## config.mk

```make
export PLATFORM = sky130hd
export DESIGN_NAME = flash_host
export DESIGN_NICKNAME = d
export VERILOG_FILES = /design/src/flash_host_pkg.sv /design/src/pin_sync.sv /design/src/flash_host.sv
export SDC_FILE = /design/constraint.sdc
export NUM_CORES = 1
export LEC_CHECK = 0
export BUFFER_PORTS_ARGS = -buffer_cell sky130_fd_sc_hd__buf_2
export CORE_ASPECT_RATIO = 0.6
export CORE_UTILIZATION = 51
export CTS_CLUSTER_DIAMETER = 80
export DETAILED_ROUTE_END_ITERATION = 7
export HOLD_SLACK_MARGIN = 0.06
export PLACE_DENSITY = 0.83
export SLEW_MARGIN = 40
export SYNTH_ARGS = -nofsm -noshare
export SYNTH_HDL_FRONTEND = slang
export SYNTH_SLANG_ARGS = --single-unit
```

## constraint.sdc

```tcl
create_clock -name clk_in -period 2.5 [get_ports clk_in]
set_clock_uncertainty 0.15 [all_clocks]
set_input_delay 0.25 -clock clk_in [delete_from_list [all_inputs] [get_ports clk_in]]
set_output_delay 0.25 -clock clk_in [all_outputs]
set_load 0.01 [all_outputs]
```

## src/flash_host_pkg.sv

```systemverilog
package flash_host_pkg;
  localparam int ADDR_W = 25;
  localparam int DATA_W = 16;
  localparam int CLK_PERIOD_NS = 10;
  // timing figures in ns; values are plain defaults for the pin timings
  localparam int MIN_RESET_PULSE_TIME_NS = 100;
  localparam int RESET_TO_SELECT_DELAY_NS = 50;
  localparam int RESET_TO_WRITE_STROBE_DELAY_NS = 50;
  localparam int READ_ACCESS_NS = 100;
  localparam int WRITE_PULSE_NS = 40;
  localparam int WRITE_HOLD_NS = 30;
  localparam int RESET_PULSE_CYC = (MIN_RESET_PULSE_TIME_NS + CLK_PERIOD_NS - 1) / CLK_PERIOD_NS;
  localparam int REL_SEL_CYC = (RESET_TO_SELECT_DELAY_NS + CLK_PERIOD_NS - 1) / CLK_PERIOD_NS;
  localparam int REL_WE_CYC = (RESET_TO_WRITE_STROBE_DELAY_NS + CLK_PERIOD_NS - 1) / CLK_PERIOD_NS;
  localparam int RELEASE_CYC = (REL_SEL_CYC > REL_WE_CYC) ? REL_SEL_CYC : REL_WE_CYC;
  localparam int READ_CYC = (READ_ACCESS_NS + CLK_PERIOD_NS - 1) / CLK_PERIOD_NS;
  localparam int WPULSE_CYC = (WRITE_PULSE_NS + CLK_PERIOD_NS - 1) / CLK_PERIOD_NS;
  localparam int WHOLD_CYC = (WRITE_HOLD_NS + CLK_PERIOD_NS - 1) / CLK_PERIOD_NS;
  localparam int CNT_W = 8;
  localparam logic [CNT_W-1:0] CNT_ZERO = 8'h00;
  localparam logic [CNT_W-1:0] CNT_ONE = 8'h01;
  localparam int BYTE_W = 8;
  localparam int SYNC_STAGES = 2;
  typedef enum logic [2:0] {
    ST_RESET, ST_RELEASE, ST_IDLE, ST_READ, ST_WRITE_LOW, ST_WRITE_HOLD
  } host_state_t;
endpackage

```

## src/pin_sync.sv

```systemverilog
`timescale 1ns/10ps
`default_nettype none
module pin_sync #(
  parameter int WIDTH = 1
) (
  input wire logic clk_in,
  input wire logic reset_in,
  input wire logic enable_in,
  input wire logic [WIDTH-1:0] async_in,
  output logic [WIDTH-1:0] sync_out
);
  logic [WIDTH-1:0] meta_q;
  logic [WIDTH-1:0] meta_d;
  logic [WIDTH-1:0] sync_q;
  logic [WIDTH-1:0] sync_d;
  always_comb begin
    meta_d = enable_in ? async_in : meta_q;
    sync_d = enable_in ? meta_q : sync_q;
  end
  always_ff @(posedge clk_in) begin
    if (reset_in) begin
      meta_q <= '0;
      sync_q <= '0;
    end else begin
      meta_q <= meta_d;
      sync_q <= sync_d;
    end
  end
  assign sync_out = sync_q;
endmodule
`default_nettype wire

```

## src/flash_host.sv

```systemverilog
// What this block does
// RQ1 - address selects read cell or command
// RQ2 - select high means standby, data floated
// RQ3 - output gate low enables device drivers
// RQ4 - address on strobe fall, data on rise
// RQ5 - width select low byte, high word
// RQ6 - width select steady during byte writes
// RQ7 - reset held low at least minimum time
// RQ8 - wait later release delay before access
// RQ9 - low byte carries data and commands
// RQ10 - lanes 14..8 read only in word mode
// RQ11 - ignore lanes 14..8 in polling status
// RQ12 - top pin is data15 or address lsb
// RQ13 - busy pin low during program/erase
// RQ14 - busy released otherwise, shared pull-up
// RQ15 - protect input low guards end block
// RQ16 - later fall latches address, earlier rise data
// RQ17 - read with gate low; write gate high
// RQ18 - strobes idle means device drives nothing
`timescale 1ns/10ps
`default_nettype none
module flash_host
  import flash_host_pkg::*;
(
  input wire logic clk_in,
  input wire logic reset_in,
  input wire logic enable_in,
  input wire logic req_valid_in,
  input wire logic req_write_in,
  input wire logic [flash_host_pkg::ADDR_W-1:0] req_addr_in,
  input wire logic [flash_host_pkg::DATA_W-1:0] req_wdata_in,
  input wire logic byte_mode_in,
  input wire logic protect_in,
  input wire logic hw_reset_req_in,
  output logic req_ready_out,
  output logic rsp_valid_out,
  output logic [flash_host_pkg::DATA_W-1:0] rsp_rdata_out,
  output logic busy_out,
  output logic [flash_host_pkg::ADDR_W-1:0] addr_out,
  output logic select_n_out,
  output logic out_gate_n_out,
  output logic write_strobe_n_out,
  output logic word_mode_out,
  output logic protect_n_out,
  output logic hw_reset_n_out,
  output logic [flash_host_pkg::DATA_W-2:0] data_out,
  output logic [flash_host_pkg::DATA_W-2:0] data_oe_out,
  input wire logic [flash_host_pkg::DATA_W-2:0] data_in,
  output logic data15_or_addr_lsb_out,
  output logic data15_or_addr_lsb_oe_out,
  input wire logic data15_or_addr_lsb_in,
  input wire logic op_in_progress_n_in
);
  import flash_host_pkg::*;

  host_state_t state_q, state_d;
  logic [CNT_W-1:0] cnt_q, cnt_d;
  logic ready_q, ready_d;
  logic rsp_valid_q, rsp_valid_d;
  logic [DATA_W-1:0] rdata_q, rdata_d;
  logic [ADDR_W-1:0] addr_q, addr_d;
  logic sel_n_q, sel_n_d;
  logic oe_n_q, oe_n_d;
  logic we_n_q, we_n_d;
  logic word_q, word_d;
  logic wp_n_q, wp_n_d;
  logic rst_n_q, rst_n_d;
  logic [DATA_W-1:0] dout_q, dout_d;
  logic drive_q, drive_d;
  logic lsb_q, lsb_d;
  logic busy_q, busy_d;
  logic top_oe_q, top_oe_d;
  logic top_val_q, top_val_d;
  logic [DATA_W-2:0] lane_oe_q, lane_oe_d;
  logic [DATA_W-1:0] pins_raw, pins_sync;
  logic busy_n_sync;

  // pins are asynchronous to clk_in: two flops before use
  assign pins_raw = {data15_or_addr_lsb_in, data_in};
  pin_sync #(.WIDTH(DATA_W + 1)) u_sync (
    .clk_in(clk_in),
    .reset_in(reset_in),
    .enable_in(enable_in),
    .async_in({op_in_progress_n_in, pins_raw}),
    .sync_out({busy_n_sync, pins_sync})
  );

  always_comb begin
    state_d = state_q;
    cnt_d = cnt_q;
    ready_d = 1'b0;
    rsp_valid_d = 1'b0;
    rdata_d = rdata_q;
    addr_d = addr_q;
    sel_n_d = sel_n_q;
    oe_n_d = oe_n_q;
    we_n_d = we_n_q;
    word_d = word_q;
    wp_n_d = protect_in ? 1'b0 : 1'b1; // RQ15
    rst_n_d = rst_n_q;
    dout_d = dout_q;
    drive_d = drive_q;
    lsb_d = lsb_q;
    busy_d = ~busy_n_sync; // RQ13 RQ14
    case (state_q)
      ST_RESET: begin
        rst_n_d = 1'b0; // RQ7
        sel_n_d = 1'b1;
        oe_n_d = 1'b1;
        we_n_d = 1'b1;
        drive_d = 1'b0;
        if (cnt_q >= CNT_W'(RESET_PULSE_CYC)) begin
          rst_n_d = 1'b1;
          cnt_d = CNT_ZERO;
          state_d = ST_RELEASE;
        end else begin
          cnt_d = cnt_q + CNT_ONE;
        end
      end
      ST_RELEASE: begin
        // later of the two release delays gates the first access
        if (cnt_q >= CNT_W'(RELEASE_CYC)) begin // RQ8
          state_d = ST_IDLE;
          ready_d = 1'b1;
        end else begin
          cnt_d = cnt_q + CNT_ONE;
        end
      end
      ST_IDLE: begin
        ready_d = 1'b1;
        if (hw_reset_req_in) begin
          ready_d = 1'b0;
          cnt_d = CNT_ZERO;
          state_d = ST_RESET;
        end else if (req_valid_in) begin
          ready_d = 1'b0;
          // width is sampled per access and held until idle again
          word_d = ~byte_mode_in; // RQ5 RQ6
          addr_d = req_addr_in; // RQ1
          lsb_d = req_wdata_in[DATA_W-1];
          cnt_d = CNT_ZERO;
          sel_n_d = 1'b0;
          if (req_write_in) begin
            oe_n_d = 1'b1; // RQ17
            // strobe falls next cycle, once width, address and lsb have settled
            we_n_d = 1'b1; // RQ6
            dout_d = req_wdata_in; // RQ9
            drive_d = 1'b1;
            state_d = ST_WRITE_LOW;
          end else begin
            oe_n_d = 1'b0; // RQ3 RQ17
            drive_d = 1'b0;
            state_d = ST_READ;
          end
        end
      end
      ST_READ: begin
        cnt_d = cnt_q + CNT_ONE;
        if (cnt_q >= CNT_W'(READ_CYC + SYNC_STAGES)) begin
          rdata_d = pins_sync; // RQ9
          if (!word_q) begin
            rdata_d[DATA_W-1:BYTE_W] = '0; // RQ10 RQ11
          end
          rsp_valid_d = 1'b1;
          sel_n_d = 1'b1; // RQ2
          oe_n_d = 1'b1; // RQ18
          ready_d = 1'b1;
          state_d = ST_IDLE;
        end
      end
      ST_WRITE_LOW: begin
        cnt_d = cnt_q + CNT_ONE;
        we_n_d = 1'b0; // RQ4 RQ16
        if (cnt_q >= CNT_W'(WPULSE_CYC)) begin
          we_n_d = 1'b1; // RQ4 RQ16
          sel_n_d = 1'b1;
          cnt_d = CNT_ZERO;
          state_d = ST_WRITE_HOLD;
        end
      end
      ST_WRITE_HOLD: begin
        cnt_d = cnt_q + CNT_ONE;
        if (cnt_q >= CNT_W'(WHOLD_CYC - 1)) begin
          drive_d = 1'b0;
          rsp_valid_d = 1'b1;
          ready_d = 1'b1;
          state_d = ST_IDLE;
        end
      end
      default: begin
        state_d = ST_RESET;
        cnt_d = CNT_ZERO;
      end
    endcase
    // top pin: address lsb in byte mode, data15 in word mode
    top_oe_d = ~word_d | drive_d; // RQ12
    top_val_d = word_d ? dout_d[DATA_W-1] : lsb_d; // RQ12
    // upper lanes unused for writes in byte mode
    lane_oe_d = {{(DATA_W-1-BYTE_W){drive_d & word_d}}, {BYTE_W{drive_d}}}; // RQ10
  end

  always_ff @(posedge clk_in) begin
    if (reset_in) begin
      state_q <= ST_RESET;
      cnt_q <= CNT_ZERO;
      ready_q <= 1'b0;
      rsp_valid_q <= 1'b0;
      rdata_q <= '0;
      addr_q <= '0;
      sel_n_q <= 1'b1;
      oe_n_q <= 1'b1;
      we_n_q <= 1'b1;
      word_q <= 1'b1;
      wp_n_q <= 1'b1;
      rst_n_q <= 1'b0;
      dout_q <= '0;
      drive_q <= 1'b0;
      lsb_q <= 1'b0;
      busy_q <= 1'b0;
      top_oe_q <= 1'b0;
      top_val_q <= 1'b0;
      lane_oe_q <= '0;
    end else if (enable_in) begin
      state_q <= state_d;
      cnt_q <= cnt_d;
      ready_q <= ready_d;
      rsp_valid_q <= rsp_valid_d;
      rdata_q <= rdata_d;
      addr_q <= addr_d;
      sel_n_q <= sel_n_d;
      oe_n_q <= oe_n_d;
      we_n_q <= we_n_d;
      word_q <= word_d;
      wp_n_q <= wp_n_d;
      rst_n_q <= rst_n_d;
      dout_q <= dout_d;
      drive_q <= drive_d;
      lsb_q <= lsb_d;
      busy_q <= busy_d;
      top_oe_q <= top_oe_d;
      top_val_q <= top_val_d;
      lane_oe_q <= lane_oe_d;
    end
  end

  assign req_ready_out = ready_q;
  assign rsp_valid_out = rsp_valid_q;
  assign rsp_rdata_out = rdata_q;
  assign busy_out = busy_q;
  assign addr_out = addr_q;
  assign select_n_out = sel_n_q;
  assign out_gate_n_out = oe_n_q;
  assign write_strobe_n_out = we_n_q;
  assign word_mode_out = word_q;
  assign protect_n_out = wp_n_q;
  assign hw_reset_n_out = rst_n_q;
  assign data_out = dout_q[DATA_W-2:0];
  assign data_oe_out = lane_oe_q; // RQ10
  assign data15_or_addr_lsb_out = top_val_q;
  assign data15_or_addr_lsb_oe_out = top_oe_q;
endmodule
`default_nettype wire

```

== Yosys cells after proc, flatten, opt, wreduce, memory -nomap -nowiden ==
Cells that the tools add are included.

* Add/subtract/negate cells: 1
* Multipliers: 0
* Divide/modulo/power cells: 0
* Order comparisons: 5
* Eq/ne operators: 15
* Shift-type cells: 0
* Multiplexer cells: 54
* Bitwise logic cells: 6
* Reductions and logical operators: 14

{| class="wikitable"
|+ Operator list
! operator !! count
|-
| $mux 16 || 4
|-
| $mux 8 || 6
|-
| $pmux 8 s5 || 1
|-
| $mux 1 || 28
|-
| $mux 3 || 8
|-
| $ne 2x2->1 const B || 9
|-
| $pmux 3 s6 || 1
|-
| $ge 8x3->1 const B || 2
|-
| $ge 8x4->1 const B || 2
|-
| $reduce_and 5->1 || 3
|-
| $pmux 1 s3 || 3
|-
| $add 8x1->8 const B || 1
|-
| $ge 8x2->1 const B || 1
|-
| $pmux 1 s4 || 2
|-
| $reduce_and 7->1 || 1
|-
| $eq 3x2->1 const B || 2
|-
| $eq 3x3->1 const B || 2
|-
| $reduce_and 3->1 || 2
|-
| $reduce_and 6->1 || 1
|-
| $reduce_bool 3->1 || 2
|-
| $not 1->1 || 4
|-
| $reduce_and 4->1 || 1
|-
| $reduce_bool 4->1 || 1
|-
| $eq 3x1->1 const B || 1
|-
| other kinds (7) || 7
|}

* Flip-flop bits (word level): 124
* Bits in latches: 0
* Memory bits (writable): 0
* Bits in read-only memories: 0
* Input port bits: 66
* Word-level logic and storage cells: 117
* Memories: 0

== Logic depth before layout (Yosys ltp) ==
* Depth after elaboration: 6
* Depth in mapped cells: 8
* Mapped depth without buffers: 7

== Modules after synthesis ==
From an unflattened synthesis, not the netlist that was laid out.

* Cell total of the unflattened synthesis: 568
* Area, all modules: 4,909.7 um^2

{| class="wikitable"
|+ Modules (own cells, without submodules)
! module !! instances !! cells each !! area an instance (um^2) !! sequential area each (um^2)
|-
| flash_host || 1 || 458 || 3,671.0 || 1,641.6
|-
| pin_sync || 1 || 110 || 1,238.7 || 680.7
|}

== Worst setup path before layout ==
OpenSTA, ideal clock, no wires.

* Path kind: register to register
* Start point: register cnt_q[1]
* End point: register cnt_q[3]
* Library setup time: 0.070 ns
* Arrival time: 1.804 ns
* Setup slack: 0.476 ns
* Cell stages (with the launch flop): 9
* Period minus slack after synthesis: 2.024 ns
* Cell sequence: dfxtp_1 > buf_6 > inv_1 > ha_1 > or2b_2 > a211oi_4 > o21ai_2 > or3_1 > a21oi_1

* Cells in the longest elaborated chain, start to end: 3
* Elaborated cells between the ends (all ways): 10
* Those cells by class: add/sub: 1; order compare: 3; eq/ne: 1; mux: 4; reduce/logical: 1

{| class="wikitable"
|+ RTL lines
! item !! RTL line !! source
|-
| from (decl) || flash_host.sv:57 || <nowiki>logic [CNT_W-1:0] cnt_q, cnt_d;</nowiki>
|-
| from (signal assigned) || flash_host.sv:225 || <nowiki>cnt_q <= cnt_d;</nowiki>
|-
| $add 8x1->8 (tied with other cells) || - ||
|-
| $mux 8 (tied with other cells) || flash_host.sv:174 || <nowiki>if (cnt_q >= CNT_W'(WPULSE_CYC)) begin</nowiki>
|-
| $pmux 8 s5 or $reduce_and 3->1 (tied branches) || - ||
|}

Parallel ways exist; a longest one is shown, timed or not. The select of a mux whose other input is x is not followed.
A chain may end at the register's enable or synchronous reset.

== Worst setup path after layout ==
Ends and elaborated chain as after synthesis.

==> flow_summary_export.csv <==
group,metric,value,unit
outcome,outcome,"completed",
sta,grt_setup_unrepaired,"false",
critical_path,crit_path_max_incr_delay,0.53,ns
routing,avgRoutedWirePerCell,15.77,µm
global_routing,first_global_vias,4408,
layout,fin_nets,809,
critical_path,critPathBufInv,1,
sta,setup_tns,0,ns
place,place_congestion,0.8741,
synth,synth_edf_count,0,
synth,yosys-top-cells-count,"nand2_1, dfxtp_1, a21oi_1, nor2_1, mux2i_1",
place,hpwl,8.278,mm
min_path,hold_class,"in2reg",
synth,synth_top_area_share,47.43,%
power_and_ir_drop,p_leak,0.002904,µW
synth,ys_async_sr_fraction,0,%
layout,area_growth,35.16,%
synth,yosysMostFrequentCell,"nand2_1",
layout,fillers,650,
routing,drtIter0Drc,268,
routing,via_per_inst,5.291,
synth,syn_avg_cell_area,8.589,µm²
clock_network,clkTransAtPathRegs,0.05,ns
sta,clock.fmax,434.3,MHz
critical_path,cp_top_family,"simple AND/OR/NAND/NOR gates",
clock_network,numCtsBuffers,17,
synth,syn_inst,570,
power_and_ir_drop,pwr-share-comb,6.8,%
layout,n_antenna_cell,0,
global_routing,grt_use_total,27.51,%
synth,ys.flop_type,"dfxtp_1",
clock_network,clock_path_buffers,2,
power_and_ir_drop,switching_power,1040,µW
sta,setup_viol,0,
die,fp-row-count,27,
power_and_ir_drop,clockPowerShare,51.2,%
power_and_ir_drop,swShare,22.70,%
layout,drive_gt1_share,27.13,%
synth,synth_fp_nets,640,
die,dieArea,10010,µm²
critical_path,worst-path-max-fanout,11,
sta,setup_ws,0.1974,ns
sta,slew_headroom,60.39,%
power_and_ir_drop,irDropWorstVdd,495.7,µV
critical_path,crit_path_end_kind,"flop",
critical_path,cp.required,2.69,ns
synth,yosys_warnings,0,
sta,final_max_slew_viol_count,0,
synth,synth_top_cells_by_area,"dfxtp_1, nand2_1, mux2i_1",
routing,wirelength,13.91,mm
clock_network,cts_tree,"built",
power_and_ir_drop,intPower,3540,µW
power_and_ir_drop,seqPwrFrac,42.0,%
critical_path,crit_slowest_cell,"dfxtp_1",
power_and_ir_drop,powerDensity,692.0,nW/µm²
clock_network,post_cts_buffers,0,
global_routing,grt_max_degree,47,
place,port-buffer-count,147,
clock_network,root_buffer,"clkbuf_16",
layout,ff_latch_area,2322,µm²
global_routing,antenna_found_initial,0,
sta,min_period,2.303,ns
routing,antenna_left,0,
synth,yosysTopAreaCell,"dfxtp_1",
die,io_pins,148,
routing,drt_first_pass_iters,6,
die,coreArea,9256,µm²
run,max-cap-violations,0,
critical_path,startpoint_type,"flop",
synth,synth.ff_latch_count,116,
synth,synth_seq_area_share,47.43,%
critical_path,regToRegSetupSlack,0.20,ns
place,pre_cts_ws,0.1824,ns
synth,synth.cell_area,4896,µm²
critical_path,critPathKind,"reg2reg",
synth,synth.distinct_cells,56,
die,start_util,52.89,%
routing,route.detailed.drc,0,
sta,worstMarginPinSlew,0.5933,ns
critical_path,arrival,2.49,ns
global_routing,grt_pass1_wl,21.18,mm
global_routing,gr-total-overflow,0,
sta,period_share,92.10,%
die,die_w,128.5,µm
die,die_h,77.90,µm
critical_path,crit_chain,"inv_1 -> ha_1 -> or2b_2 -> a211oi_4 -> o21ai_2 -> or3_1 -> a21oi_1",
clock_network,clock_latency,0.41,ns
sta,hold_viol_final,0,
clock_network,htree_levels,4,
layout,multi_input_area,2122,µm²
routing,vias,4667,
clock_network,clock-sinks,116,
-- registers in the layout, summed over array words and instances, names as in the netlist, 2 cells and up --
name,flops
rsp_rdata_out,16
state_q,3
u_sync.sync_out,17
addr_out,25
data_oe_out,2
u_sync.meta_q,17
cnt_q,8
dout_q,16
-- cell type report --
type                    count  share of cell area, %
multi-input cells         382                  32.07
clock buffers              19                  6.693
well taps                 130                  2.458
clock inverters            13                  2.023
repair buffers            218                  21.44
flip-flops and latches    116                  35.09
inverters                   4                 0.2269
-- power groups by stage --
stage	sequential [µW]	clock [µW]	combinational [µW]
after floorplan	1950	0	153
after global placement	1960	0	223
after detailed placement	1960	0	231
after CTS	1920	2370	304
after global routing	1930	2430	337
final	1920	2340	312
-- final timing paths --
check                                  start            end  depth (start not counted)
worst max-delay path                cnt_q[1]       cnt_q[3]                          7
worst min-delay path            byte_mode_in  word_mode_out                          4
worst max register to register      cnt_q[1]       cnt_q[3]                          7
worst min register to register  addr_out[16]   addr_out[16]                          2
-- stage by stage --
stage	util, %	instances	hold slack [ns]	total power, µW	area (µm²)
finish	71.49	882	0.09829	4579	6618
CTS	71.48	882	0.08214	4598	6616
global placement	58.87	791	0.2753	2182	5449
global route	71.49	882	0.1294	4696	6618
floorplan	-	570	0.2360	2102	4896
detailed placement	58.87	791	0.2934	2192	5449
-- logic make-up (layout without fill, tap and decap cells) --
logic type               count (synthesis)  count (layout)  share of synthesized area (%)
AO/OA/AOI/OAI                          103             103                          12.80
XOR/XNOR                                 6               6                          1.073
adder cells (fa/ha/maj)                  4               4                          1.022
buffers and inverters                   72             254                          9.251
flip-flops                             116             116                          47.43
multiplexers                            36              36                          7.360
AND/OR/NAND/NOR                        233             233                          21.06
-- cells in the final DEF (no fill, tap or decap), drive strengths merged, types with 4 or more instances in the layout --
cell type    synthesis  layout
a211oi               5       5
a21oi               69      69
and3                 5       5
buf                 44     159
clkbuf              23      19
clkinv               1       8
dfxtp              116     116
dlygate4sd3          0      59
ha                   4       4
inv                  3       4
mux2i               36      36
nand2              121     121
nand2b               4       4
nand3               21      21
nor2                59      59
nor3                 7       7
o21ai                6       6
xor2                 5       5
-- routing by layer --
metal / track usage [%] / vias to the layer above / wire length [µm]
met1: 32.30 / 2187 / 6075
met5: 0 / - / 0
met3: 6.966 / 44 / 970
met4: 14.35 / 0 / 427
li1: - / 2238 / -
met2: 46.43 / 198 / 6439
-- what timing repair did --
action,in CTS,in global routing
gates resized for setup,0,1
hold endpoints to repair,60,0
endpoints found under the setup margin,0,15
hold buffers,59,0
-- worst min-delay path: cells and delay by family --
kind | cells | cell delay [ns]
compound gates | 1 | 0.14
simple gates | 2 | 0.13
buf+inv | 1 | 0.09
Note: power is estimated with default switching activity, not from simulation.
